===== config.mk =====
export PLATFORM = sky130hd
export DESIGN_NAME = gp_ports_top
export DESIGN_NICKNAME = d
export VERILOG_FILES = /design/src/hw/gp_pkg.sv /design/src/hw/gp_ports_top.sv
export SDC_FILE = /design/constraint.sdc
export NUM_CORES = 1
export LEC_CHECK = 0
export BUFFER_PORTS_ARGS = -buffer_cell sky130_fd_sc_hd__buf_2
export CORE_MARGIN = 8
export CORE_UTILIZATION = 55
export DETAILED_ROUTE_END_ITERATION = 8
export PLACE_DENSITY = 0.95
export REMOVE_ABC_BUFFERS = 1
export SYNTH_ARGS = -nofsm -noshare
export SYNTH_HDL_FRONTEND = slang
export SYNTH_SLANG_ARGS = --single-unit

===== constraint.sdc =====
create_clock -name CLK -period 2.59 [get_ports CLK]
set_input_delay 0.518 -clock CLK [delete_from_list [all_inputs] [get_ports CLK]]
set_output_delay 0.518 -clock CLK [all_outputs]
set_load 0.02 [all_outputs]

===== src/hw/gp_pkg.sv =====
// Function
// - Direction bits for ports A, C, D: 0 output, 1 input; reset all ones.
// - Port A data write loads output values; read returns sampled pin levels.
// - Port A is usable only when the host bus is narrow (HOST_NARROW high).
// - Port B bit 4 writes the keypad output pin, reads the keypad input pin.
// - Port B bits 3..0 read host strobe pins, valid only with serial host.
// - Port C bit 7 shares PWM 0; port C free only with PWM and flash off.
// - Port C bits 4..0 map to flash pins; write drives, read samples pins.
// - Port D bits map onto panel data lines; write drives, read returns pins.
// - Port D bits 5,4,1,0 free at 16/12-bit panel; 7,6,3,2 only at 16-bit.
package gp_pkg;

    localparam logic [7:0] IDX_A_DIR  = 8'hf0;
    localparam logic [7:0] IDX_A_DATA = 8'hf1;
    localparam logic [7:0] IDX_B_DATA = 8'hf2;
    localparam logic [7:0] IDX_C_DIR  = 8'hf3;
    localparam logic [7:0] IDX_C_DATA = 8'hf4;
    localparam logic [7:0] IDX_D_DIR  = 8'hf5;
    localparam logic [7:0] IDX_D_DATA = 8'hf6;

    localparam logic [7:0] DIR_RST    = 8'hff;
    localparam logic [7:0] DATA_RST   = 8'h00;
    localparam logic [7:0] C_IMPL     = 8'h9f;
    localparam logic [7:0] D_FREE_12  = 8'h33;
    localparam logic [7:0] D_FREE_16  = 8'hff;
    localparam logic [7:0] NO_FREE    = 8'h00;
    localparam int         B_OUT_BIT  = 4;
    localparam int         PIN_W      = 29;

    typedef enum logic [1:0] {
        GP_PANEL_OTHER,
        GP_PANEL_12,
        GP_PANEL_16
    } gp_panel_t;

    typedef struct packed {
        logic        read;
        logic        write;
        logic [9:0]  address;
        logic [3:0]  byteenable;
        logic [31:0] writedata;
    } gp_avm_req_t;

    typedef struct packed {
        logic [7:0] out;
        logic [7:0] oe;
    } gp_drive_t;

endpackage


===== src/hw/gp_ports_top.sv =====
// The Avalon-MM register port was chosen for this implementation.
`timescale 1ns/100ps
module gp_ports_top
    import gp_pkg::*;
(
    // Clock and reset
    input  wire logic        CLK,
    input  wire logic        ARST_N,
    // Avalon-MM slave
    input  wire gp_avm_req_t AVM_REQ,
    output logic [31:0]      AVM_READDATA,
    output logic             AVM_WAITREQUEST,
    // Shared-function configuration
    input  wire logic        HOST_NARROW,
    input  wire logic        HOST_SERIAL,
    input  wire logic        KEYPAD_EN,
    input  wire logic        PWM_EN,
    input  wire logic        FLASH_EN,
    input  wire gp_panel_t   PANEL_BUS,
    // Port A pins
    input  wire logic [7:0]  PA_IN,
    output gp_drive_t        PA_DRV,
    // Port B pins
    input  wire logic [4:0]  PB_IN,
    output logic             PB_OUT,
    output logic             PB_OE,
    // Port C pins
    input  wire logic [7:0]  PC_IN,
    output gp_drive_t        PC_DRV,
    // Port D pins
    input  wire logic [7:0]  PD_IN,
    output gp_drive_t        PD_DRV
);

    function automatic logic hit(input logic [9:0] addr, input logic [7:0] idx);
        hit = (addr[9:2] == idx);
    endfunction

    function automatic logic [7:0] panel_free(input gp_panel_t w);
        if (w == GP_PANEL_16) begin
            panel_free = D_FREE_16;
        end else if (w == GP_PANEL_12) begin
            panel_free = D_FREE_12;
        end else begin
            panel_free = NO_FREE;
        end
    endfunction

    logic [7:0]       a_dir_q;
    logic [7:0]       a_data_q;
    logic             b_data_q;
    logic [7:0]       c_dir_q;
    logic [7:0]       c_data_q;
    logic [7:0]       d_dir_q;
    logic [7:0]       d_data_q;
    logic             wait_q;
    logic [31:0]      rdata_q;
    logic [PIN_W-1:0] pin_s1_q;
    logic [PIN_W-1:0] pin_s2_q;
    logic [7:0]       pa_lvl;
    logic [4:0]       pb_lvl;
    logic [7:0]       pc_lvl;
    logic [7:0]       pd_lvl;
    logic             req;
    logic             wr_ok;
    logic [7:0]       wdat;
    logic [7:0]       rd_d;
    logic [7:0]       a_free;
    logic [7:0]       c_free;
    logic [7:0]       d_free;

    assign req    = AVM_REQ.read | AVM_REQ.write;
    assign wr_ok  = AVM_REQ.write & ~wait_q & AVM_REQ.byteenable[0];
    assign wdat   = AVM_REQ.writedata[7:0];
    assign a_free = HOST_NARROW ? 8'hff : 8'h00;
    assign c_free = (PWM_EN | FLASH_EN) ? 8'h00 : C_IMPL;
    assign d_free = panel_free(PANEL_BUS);

    // Pins are asynchronous to CLK; stage one feeds stage two only
    always_ff @(posedge CLK or negedge ARST_N) begin
        if (!ARST_N) begin
            pin_s1_q <= '0;
            pin_s2_q <= '0;
        end else begin
            pin_s1_q <= {PA_IN, PB_IN, PC_IN, PD_IN};
            pin_s2_q <= pin_s1_q;
        end
    end

    assign pa_lvl = pin_s2_q[28:21];
    assign pb_lvl = pin_s2_q[20:16];
    assign pc_lvl = pin_s2_q[15:8];
    assign pd_lvl = pin_s2_q[7:0];

    // One wait state: request seen with wait high, answered next cycle
    always_ff @(posedge CLK or negedge ARST_N) begin
        if (!ARST_N) begin
            wait_q <= 1'b1;
        end else if (req && wait_q) begin
            wait_q <= 1'b0;
        end else begin
            wait_q <= 1'b1;
        end
    end

    // Direction registers
    always_ff @(posedge CLK or negedge ARST_N) begin
        if (!ARST_N) begin
            a_dir_q <= DIR_RST;
            c_dir_q <= DIR_RST;
            d_dir_q <= DIR_RST;
        end else if (wr_ok) begin
            if (hit(AVM_REQ.address, IDX_A_DIR)) begin
                a_dir_q <= wdat;
            end else if (hit(AVM_REQ.address, IDX_C_DIR)) begin
                c_dir_q <= wdat;
            end else if (hit(AVM_REQ.address, IDX_D_DIR)) begin
                d_dir_q <= wdat;
            end
        end
    end

    // Output data registers; values are kept even while not driven
    always_ff @(posedge CLK or negedge ARST_N) begin
        if (!ARST_N) begin
            a_data_q <= DATA_RST;
            b_data_q <= 1'b0;
            c_data_q <= DATA_RST;
            d_data_q <= DATA_RST;
        end else if (wr_ok) begin
            if (hit(AVM_REQ.address, IDX_A_DATA)) begin
                a_data_q <= wdat;
            end else if (hit(AVM_REQ.address, IDX_B_DATA)) begin
                b_data_q <= wdat[B_OUT_BIT];
            end else if (hit(AVM_REQ.address, IDX_C_DATA)) begin
                c_data_q <= wdat & C_IMPL;
            end else if (hit(AVM_REQ.address, IDX_D_DATA)) begin
                d_data_q <= wdat;
            end
        end
    end

    // Read decode; data registers return pin levels, not stored values
    always_comb begin
        rd_d = 8'h00;
        if (hit(AVM_REQ.address, IDX_A_DIR)) begin
            rd_d = a_dir_q;
        end else if (hit(AVM_REQ.address, IDX_A_DATA)) begin
            rd_d = pa_lvl;
        end else if (hit(AVM_REQ.address, IDX_B_DATA)) begin
            rd_d = {3'h0, pb_lvl[4], HOST_SERIAL ? pb_lvl[3:0] : 4'h0};
        end else if (hit(AVM_REQ.address, IDX_C_DIR)) begin
            rd_d = c_dir_q;
        end else if (hit(AVM_REQ.address, IDX_C_DATA)) begin
            rd_d = pc_lvl & C_IMPL;
        end else if (hit(AVM_REQ.address, IDX_D_DIR)) begin
            rd_d = d_dir_q;
        end else if (hit(AVM_REQ.address, IDX_D_DATA)) begin
            rd_d = pd_lvl;
        end
    end

    always_ff @(posedge CLK or negedge ARST_N) begin
        if (!ARST_N) begin
            rdata_q <= '0;
        end else if (AVM_REQ.read && wait_q) begin
            rdata_q <= {24'h0, rd_d};
        end
    end

    // Pin drivers, one cycle behind the registers so outputs are flops
    always_ff @(posedge CLK or negedge ARST_N) begin
        if (!ARST_N) begin
            PA_DRV <= '0;
            PC_DRV <= '0;
            PD_DRV <= '0;
            PB_OUT <= 1'b0;
            PB_OE  <= 1'b0;
        end else begin
            PA_DRV.out <= a_data_q;
            PA_DRV.oe  <= a_free & ~a_dir_q;
            PC_DRV.out <= c_data_q;
            PC_DRV.oe  <= c_free & ~c_dir_q;
            PD_DRV.out <= d_data_q;
            PD_DRV.oe  <= d_free & ~d_dir_q;
            PB_OUT     <= b_data_q;
            PB_OE      <= ~KEYPAD_EN;
        end
    end

    assign AVM_READDATA    = rdata_q;
    assign AVM_WAITREQUEST = wait_q;
endmodule


==> impl_metrics.env, run 1 <==
export IMPL_min_path_type="input port to async pin"
export IMPL_final_max_slew_viol_count=0
export IMPL_instances_no_fill=648
export IMPL_clock_sinks=156
export IMPL_pre_cts_ws_ns=0.4597
export IMPL_ys_ff_latch=156
export IMPL_drt_wirelength_per_cell_um=18.90
export IMPL_synth_avg_cell_area_um2=14.64
export IMPL_cts_resized=0
export IMPL_cp_required_ns=2.99
export IMPL_postCtsSetupBuffers=0
export IMPL_cts_tree="done"
export IMPL_finalHoldViolCount=0
export IMPL_async_reset_ff_share_pct=100.0
export IMPL_port_buffers=109
export IMPL_htree_levels=4
export IMPL_synth_most_common_cell="dfrtp_1"
export IMPL_synth_cell_type_count=40
export IMPL_antenna_left=0
export IMPL_reg2regPathDepth=6
export IMPL_firstDrtPassIters=4
export IMPL_finalWorstSetupSlack_ns=0.6276
export IMPL_cap_violations=0
export IMPL_wirelength_mm=12.25
export IMPL_worst_setup_path_start_kind="flip-flop"
export IMPL_clock_latency_ns=0.52
export IMPL_period_needed_ns=1.962
export IMPL_regArea_um2=3935
export IMPL_synth_edff_count=0
export IMPL_dp_cells=615
export IMPL_n_fill_cell=687
export IMPL_ys_flop_type="dfrtp_1"
export IMPL_initial_core_util_pct=56.65
export IMPL_num_rows=36
export IMPL_p_leak_nw=3.381
export IMPL_vias=3362
export IMPL_gr_usage_all_layers_pct=18.83
export IMPL_ir_drop_mv=0.4320
export IMPL_yosysTopAreaCell="dfrtp_1"
export IMPL_critPathMaxFanout=6
export IMPL_hold_buffers=0
export IMPL_rsz0062_at_grt="false"
export IMPL_critical_path_arrival_ns=2.36
export IMPL_synth_area_leaders="dfrtp_1 59%, dfstp_2 12%, mux2_2 9.7%"
export IMPL_r2r_start="AVM_WAITREQUEST"
export IMPL_antenna_found_initial=1
export IMPL_grt_pass1_wl_mm=19.13
export IMPL_rr_endpoint="c_data_q[7]"
export IMPL_skew_ns=0.006696
export IMPL_synth_common_cells="131 x dfrtp_1, 48 x mux2_2, 28 x buf_4, 28 x nand2_1, 25 x dfstp_2"
export IMPL_max_freq_ghz=0.5096
export IMPL_reg2reg_slack_ns=0.63
export IMPL_timing_setup_tns_ns=0
export IMPL_die_h_um=116.6
export IMPL_nNetsFinal=588
export IMPL_layout_worst_path_cycle_share_pct=75.77
export IMPL_drc=0
export IMPL_max_slew_margin_pct=53.20
export IMPL_synth_warnings=0
export IMPL_post_route_cells_drive_above_1_share_pct=45.14
export IMPL_status="finished, final reports clean"
export IMPL_vias_per_cell=5.188
export IMPL_path_clk_slew_ns=0.06
export IMPL_grt_pass1_vias=3604
export IMPL_synth_top_area_share_pct=58.93
export IMPL_grt_start_max_net_pins=79
export IMPL_worst_slew_pin_slew_ns=0.7020
export IMPL_die_w_um=116.6
export IMPL_setup_violations_final=0
export IMPL_dieArea_um2=13590
export IMPL_p_per_area_nw_per_um2=795.9
export IMPL_dpl_hpwl_mm=8.309
export IMPL_areaGrowthSynthToFinish_pct=22.49
export IMPL_io_pins=169
export IMPL_syn_inst=380
export IMPL_cts_inserted_buffers=17
export IMPL_clockBufferDepth=2
export IMPL_core_area_um2=9819
export IMPL_synth_area_um2=5563
export IMPL_critPathCaptureType="flip-flop"
export IMPL_gr_total_overflow=0
export IMPL_drtIter0Drc=244
export IMPL_place_congestion=0.8597
export IMPL_yosysSeqAreaShare_pct=70.74
export IMPL_crit_type="flip-flop to flip-flop"
export IMPL_multi_input_area_um2=1428
export IMPL_root_buffer="clkbuf_8"
placed cells by master (no fill, tap or decap), types with 3 or more instances in the layout:
master       n
nor2_1      11
buf_2      108
nand2_1     28
clkbuf_16   16
dfstp_2     25
dfrtp_1    131
conb_1      28
nand3_1      4
a21oi_1      3
nand2b_1     5
and3_2       4
a211oi_1     4
o221ai_1     4
nor3_1       4
inv_1        5
o21ai_0      7
a31oi_1      4
a221oi_1     6
nor2b_1     17
mux2_2      48
nand3b_1     3
clkinv_4     4
bufinv_16    4
o211ai_1     4
buf_4        8
worst max-delay path: stages (launching register included):
cell      delay [ns]
dfstp_2         0.38
nand3b_1        0.25
nor3_1          0.30
buf_4           0.21
nor3b_2         0.17
buf_4           0.19
mux2_2          0.35
worst max path at each step:
stage	from	to	cells past startpoint
6_report	AVM_WAITREQUEST	c_data_q[7]	6
5_1_grt	AVM_WAITREQUEST	c_data_q[7]	6
4_1_cts	AVM_WAITREQUEST	c_data_q[7]	6
3_5_place_dp	AVM_REQ[39]	a_dir_q[3]	4
3_3_place_gp	AVM_REQ[40]	c_dir_q[0]	5
2_1_floorplan	AVM_REQ[44]	c_data_q[0]	4
layout make-up:
type	count	share of cell area, %
antenna	1	0.03672
clock buffer	19	6.188
clock inverter	13	2.791
inverter	5	0.2754
multi-input combinational	202	20.95
sequential	156	57.75
tap	133	2.442
timing repair buffer	119	9.567
registers in the layout, indices dropped and copies added, names as in the netlist, 6 cells and up:
register      count
pin_s1_q         27
pin_s2_q         27
PA_DRV           16
PD_DRV           16
PC_DRV           12
AVM_READDATA      8
a_data_q          8
a_dir_q           8
c_dir_q           8
d_data_q          8
d_dir_q           8
c_data_q          6
report_power, final:
group | internal [mW] | leakage, nW | switching (mW)
registers | 2.53 | 1.92 | 0.0303
clock network | 1.57 | 0.297 | 0.953
logic | 0.105 | 1.16 | 0.235
metrics by stage:
stage	util (%)	total power, mW	area (um2)	hold WS (ns)
floorplan	-	2.739	5381	0.2224
global placement	63.14	2.922	6200	0.3345
detailed placement	63.14	2.936	6200	0.3347
CTS	69.37	5.466	6812	0.04971
global route	69.39	5.593	6814	0.07924
finish	69.39	5.424	6814	0.03579
logic make-up after synthesis:
group | share of synthesized area (%)
other cells | 0.06741
flops | 70.74
compound gates | 5.510
mux | 10.12
buf+inv | 5.421
simple gates | 7.917
fa+ha+maj | 0.2249
routing by layer:
metal  global-route usage [%]  share of wire [%]  routed length [um]
met4                    8.874                2.9                 354
met5                        0                  0                   0
met1                    22.33                 39                4748
met3                    5.481                8.4                1025
met2                    31.12                 50                6121
(Power assumes the default switching activity.)
==> inputs of run 2 (changes only) <==
--- a/config.mk
+++ b/config.mk
@@ -7,9 +7,9 @@
 export LEC_CHECK = 0
 export BUFFER_PORTS_ARGS = -buffer_cell sky130_fd_sc_hd__buf_2
 export CORE_MARGIN = 8
-export CORE_UTILIZATION = 55
+export CORE_UTILIZATION = 51
 export DETAILED_ROUTE_END_ITERATION = 8
-export PLACE_DENSITY = 0.95
+export PLACE_DENSITY = 0.9
 export REMOVE_ABC_BUFFERS = 1
 export SYNTH_ARGS = -nofsm -noshare
 export SYNTH_HDL_FRONTEND = slang
==> constraint.sdc (replaced) <==
create_clock -name CLK -period 1.9 [get_ports CLK]
set_input_delay 0.38 -clock CLK [delete_from_list [all_inputs] [get_ports CLK]]
set_output_delay 0.38 -clock CLK [all_outputs]
set_load 0.02 [all_outputs]
==> run 2 against run 1 <==
  * Combinational power rose by 53%
  * Routed wire length about the same
  * Largest power group is now clock
  * Highest routed layer unchanged
  * Final area grew 5.7%
  * Flip-flop and latch count unchanged
  * Core utilization fell by 2.4 points
  * Power rose by 40%
  * Fmax rose by 8.8%
  * Largest cell class unchanged
==> impl_metrics.env, run 2 (same netlist as run 1, synthesis figures left out) <==
export IMPL_p_comb_share_pct=6.8
export IMPL_instances_no_fill=689
export IMPL_postCtsSetupBuffers=0
export IMPL_wirelength_mm=12.26
export IMPL_cp_top_family="simple AND/OR/NAND/NOR gates"
export IMPL_path_clk_slew_ns=0.06
export IMPL_skew_ns=0.005766
export IMPL_period_needed_ns=1.804
export IMPL_firstDrtPassIters=4
export IMPL_areaGrowthSynthToFinish_pct=29.46
export IMPL_final_max_slew_viol_count=0
export IMPL_dp_cells=628
export IMPL_cp_required_ns=2.31
export IMPL_antenna_found_initial=0
export IMPL_rr_endpoint="c_data_q[0]"
export IMPL_critPathMaxFanout=6
export IMPL_p_leak_nw=3.532
export IMPL_grt_start_max_net_pins=52
export IMPL_final_cell_mix="131 x dfrtp_1, 108 x buf_2, 48 x mux2_2, 29 x dlygate4sd3_1"
export IMPL_sw_frac_of_total_pct=21.40
export IMPL_final_common_cell="dfrtp_1"
export IMPL_multi_input_area_um2=1433
export IMPL_vias_per_cell=5.049
export IMPL_root_buffer="clkbuf_8"
export IMPL_drc=0
export IMPL_post_route_cells_drive_above_1_share_pct=43.35
export IMPL_clockBufferDepth=2
export IMPL_power_frac_seq_pct=45.9
export IMPL_holdPathStages=2
export IMPL_min_path_type="input port to flip-flop"
export IMPL_htree_levels=4
export IMPL_clock_latency_ns=0.53
export IMPL_switchingPower_mw=1.626
export IMPL_diodes=0
export IMPL_p_total_mw=7.600
export IMPL_crit_path_frequent_cell="buf_4"
export IMPL_crit_chain="nand3b_1 -> nor3_2 -> buf_4 -> nor3b_2 -> buf_4 -> mux2_2"
export IMPL_reg2regPathDepth=6
export IMPL_cap_violations=0
export IMPL_worst_setup_path_start_kind="flip-flop"
export IMPL_initial_core_util_pct=51.77
export IMPL_rsz0062_at_grt="false"
export IMPL_dpl_hpwl_mm=8.641
export IMPL_top_regs="pin_s1_q (27), pin_s2_q (27)"
export IMPL_r2r_start="AVM_WAITREQUEST"
export IMPL_vias=3479
export IMPL_antenna_left=0
export IMPL_final_util_pct=67.02
export IMPL_drtIter0Drc=294
export IMPL_ir_drop_mv=0.5212
export IMPL_min_to="AVM_WAITREQUEST"
export IMPL_hp_start="AVM_REQ[47]"
export IMPL_core_area_um2=10750
export IMPL_layout_worst_path_cycle_share_pct=94.97
export IMPL_clock_sinks=156
export IMPL_grt_pass1_wl_mm=19.75
export IMPL_die_h_um=120.4
export IMPL_drt_wirelength_per_cell_um=17.79
export IMPL_dieArea_um2=14510
export IMPL_internal_power_mw=5.973
export IMPL_timing_setup_tns_ns=0
export IMPL_cts_tree="done"
export IMPL_regArea_um2=3935
export IMPL_port_buffers=109
export IMPL_grt_pass1_vias=3778
export IMPL_slowest_delay_ns=0.38
export IMPL_gr_total_overflow=0
export IMPL_critical_path_arrival_ns=2.22
export IMPL_nNetsFinal=623
export IMPL_num_rows=38
export IMPL_finalHoldViolCount=0
export IMPL_status="finished, final reports clean"
export IMPL_cts_inserted_buffers=17
export IMPL_reg2reg_slack_ns=0.1
export IMPL_setup_violations_final=0
export IMPL_critPathCaptureType="flip-flop"
export IMPL_p_clk_share_pct=47.3
export IMPL_crit_type="flip-flop to flip-flop"
export IMPL_critical_path_slowest_cell="dfstp_2"
export IMPL_die_w_um=120.4
export IMPL_n_fill_cell=770
export IMPL_path_buf_inv=2
export IMPL_place_congestion=0.8688
export IMPL_io_pins=169
export IMPL_gr_usage_all_layers_pct=18.02
export IMPL_max_freq_ghz=0.5542
export IMPL_p_per_area_nw_per_um2=1055
==> run 2: timing repair <==
item	CTS	global route
endpoints found under the setup margin	0	6
gates resized for setup	0	1
hold endpoints to repair	66	0
hold buffers	29	0
==> run 2: power by group through the flow <==
| stage | Clock [mW] | Sequential [mW] | Combinational (mW) |
|---|---|---|---|
| floorplan | 0 | 3.59 | 0.146 |
| global placement | 0 | 3.54 | 0.458 |
| detailed placement | 0 | 3.54 | 0.471 |
| CTS | 3.65 | 3.49 | 0.522 |
| global route | 3.81 | 3.50 | 0.569 |
| finish | 3.59 | 3.49 | 0.520 |
==> run 2: metal layers <==
| layer | share of wire, % | GRT usage (%) | routed length, um | up-vias |
|---|---|---|---|---|
| met4 | 2.0 | 8.743 | 246 | 0 |
| met5 | 0 | 0 | 0 | - |
| met1 | 38 | 20.64 | 4717 | 1737 |
| met2 | 50 | 29.04 | 6143 | 150 |
| met3 | 9.4 | 7.179 | 1147 | 27 |
| li1 | - | - | - | 1565 |
==> run 2: worst max-delay path by stage <==
stage | from | end | slack, ns | depth (start not counted)
6_report | AVM_WAITREQUEST | c_data_q[0] | 0.1 | 6
5_1_grt | AVM_WAITREQUEST | c_data_q[3] | 0.02 | 6
4_1_cts | AVM_WAITREQUEST | c_data_q[0] | 0.05 | 6
3_5_place_dp | AVM_REQ[44] | c_data_q[0] | 0.003 | 7
3_3_place_gp | AVM_REQ[44] | d_data_q[7] | 0.05 | 6
2_1_floorplan | AVM_REQ[44] | c_data_q[0] | 0.08 | 4
==> run 2: layout make-up <==
cell class,instances,area share (%)
inverter,5,0.2606
multi-input combinational,202,19.89
clock inverter,10,2.606
tap,140,2.432
sequential,156,54.64
timing repair buffer,154,13.88
clock buffer,22,6.289
==> run 2: per-stage QoR <==
stage                     cell area, um2  setup WS [ns]  hold WS [ns]
after floorplan                     5381        0.07862       0.08441
after global placement              6266        0.04948        0.3359
after detailed placement            6266       0.002797        0.3347
after CTS                           7197        0.05392     0.0002615
after global routing                7202        0.01894       0.02032
final                               7202        0.09555       0.02213
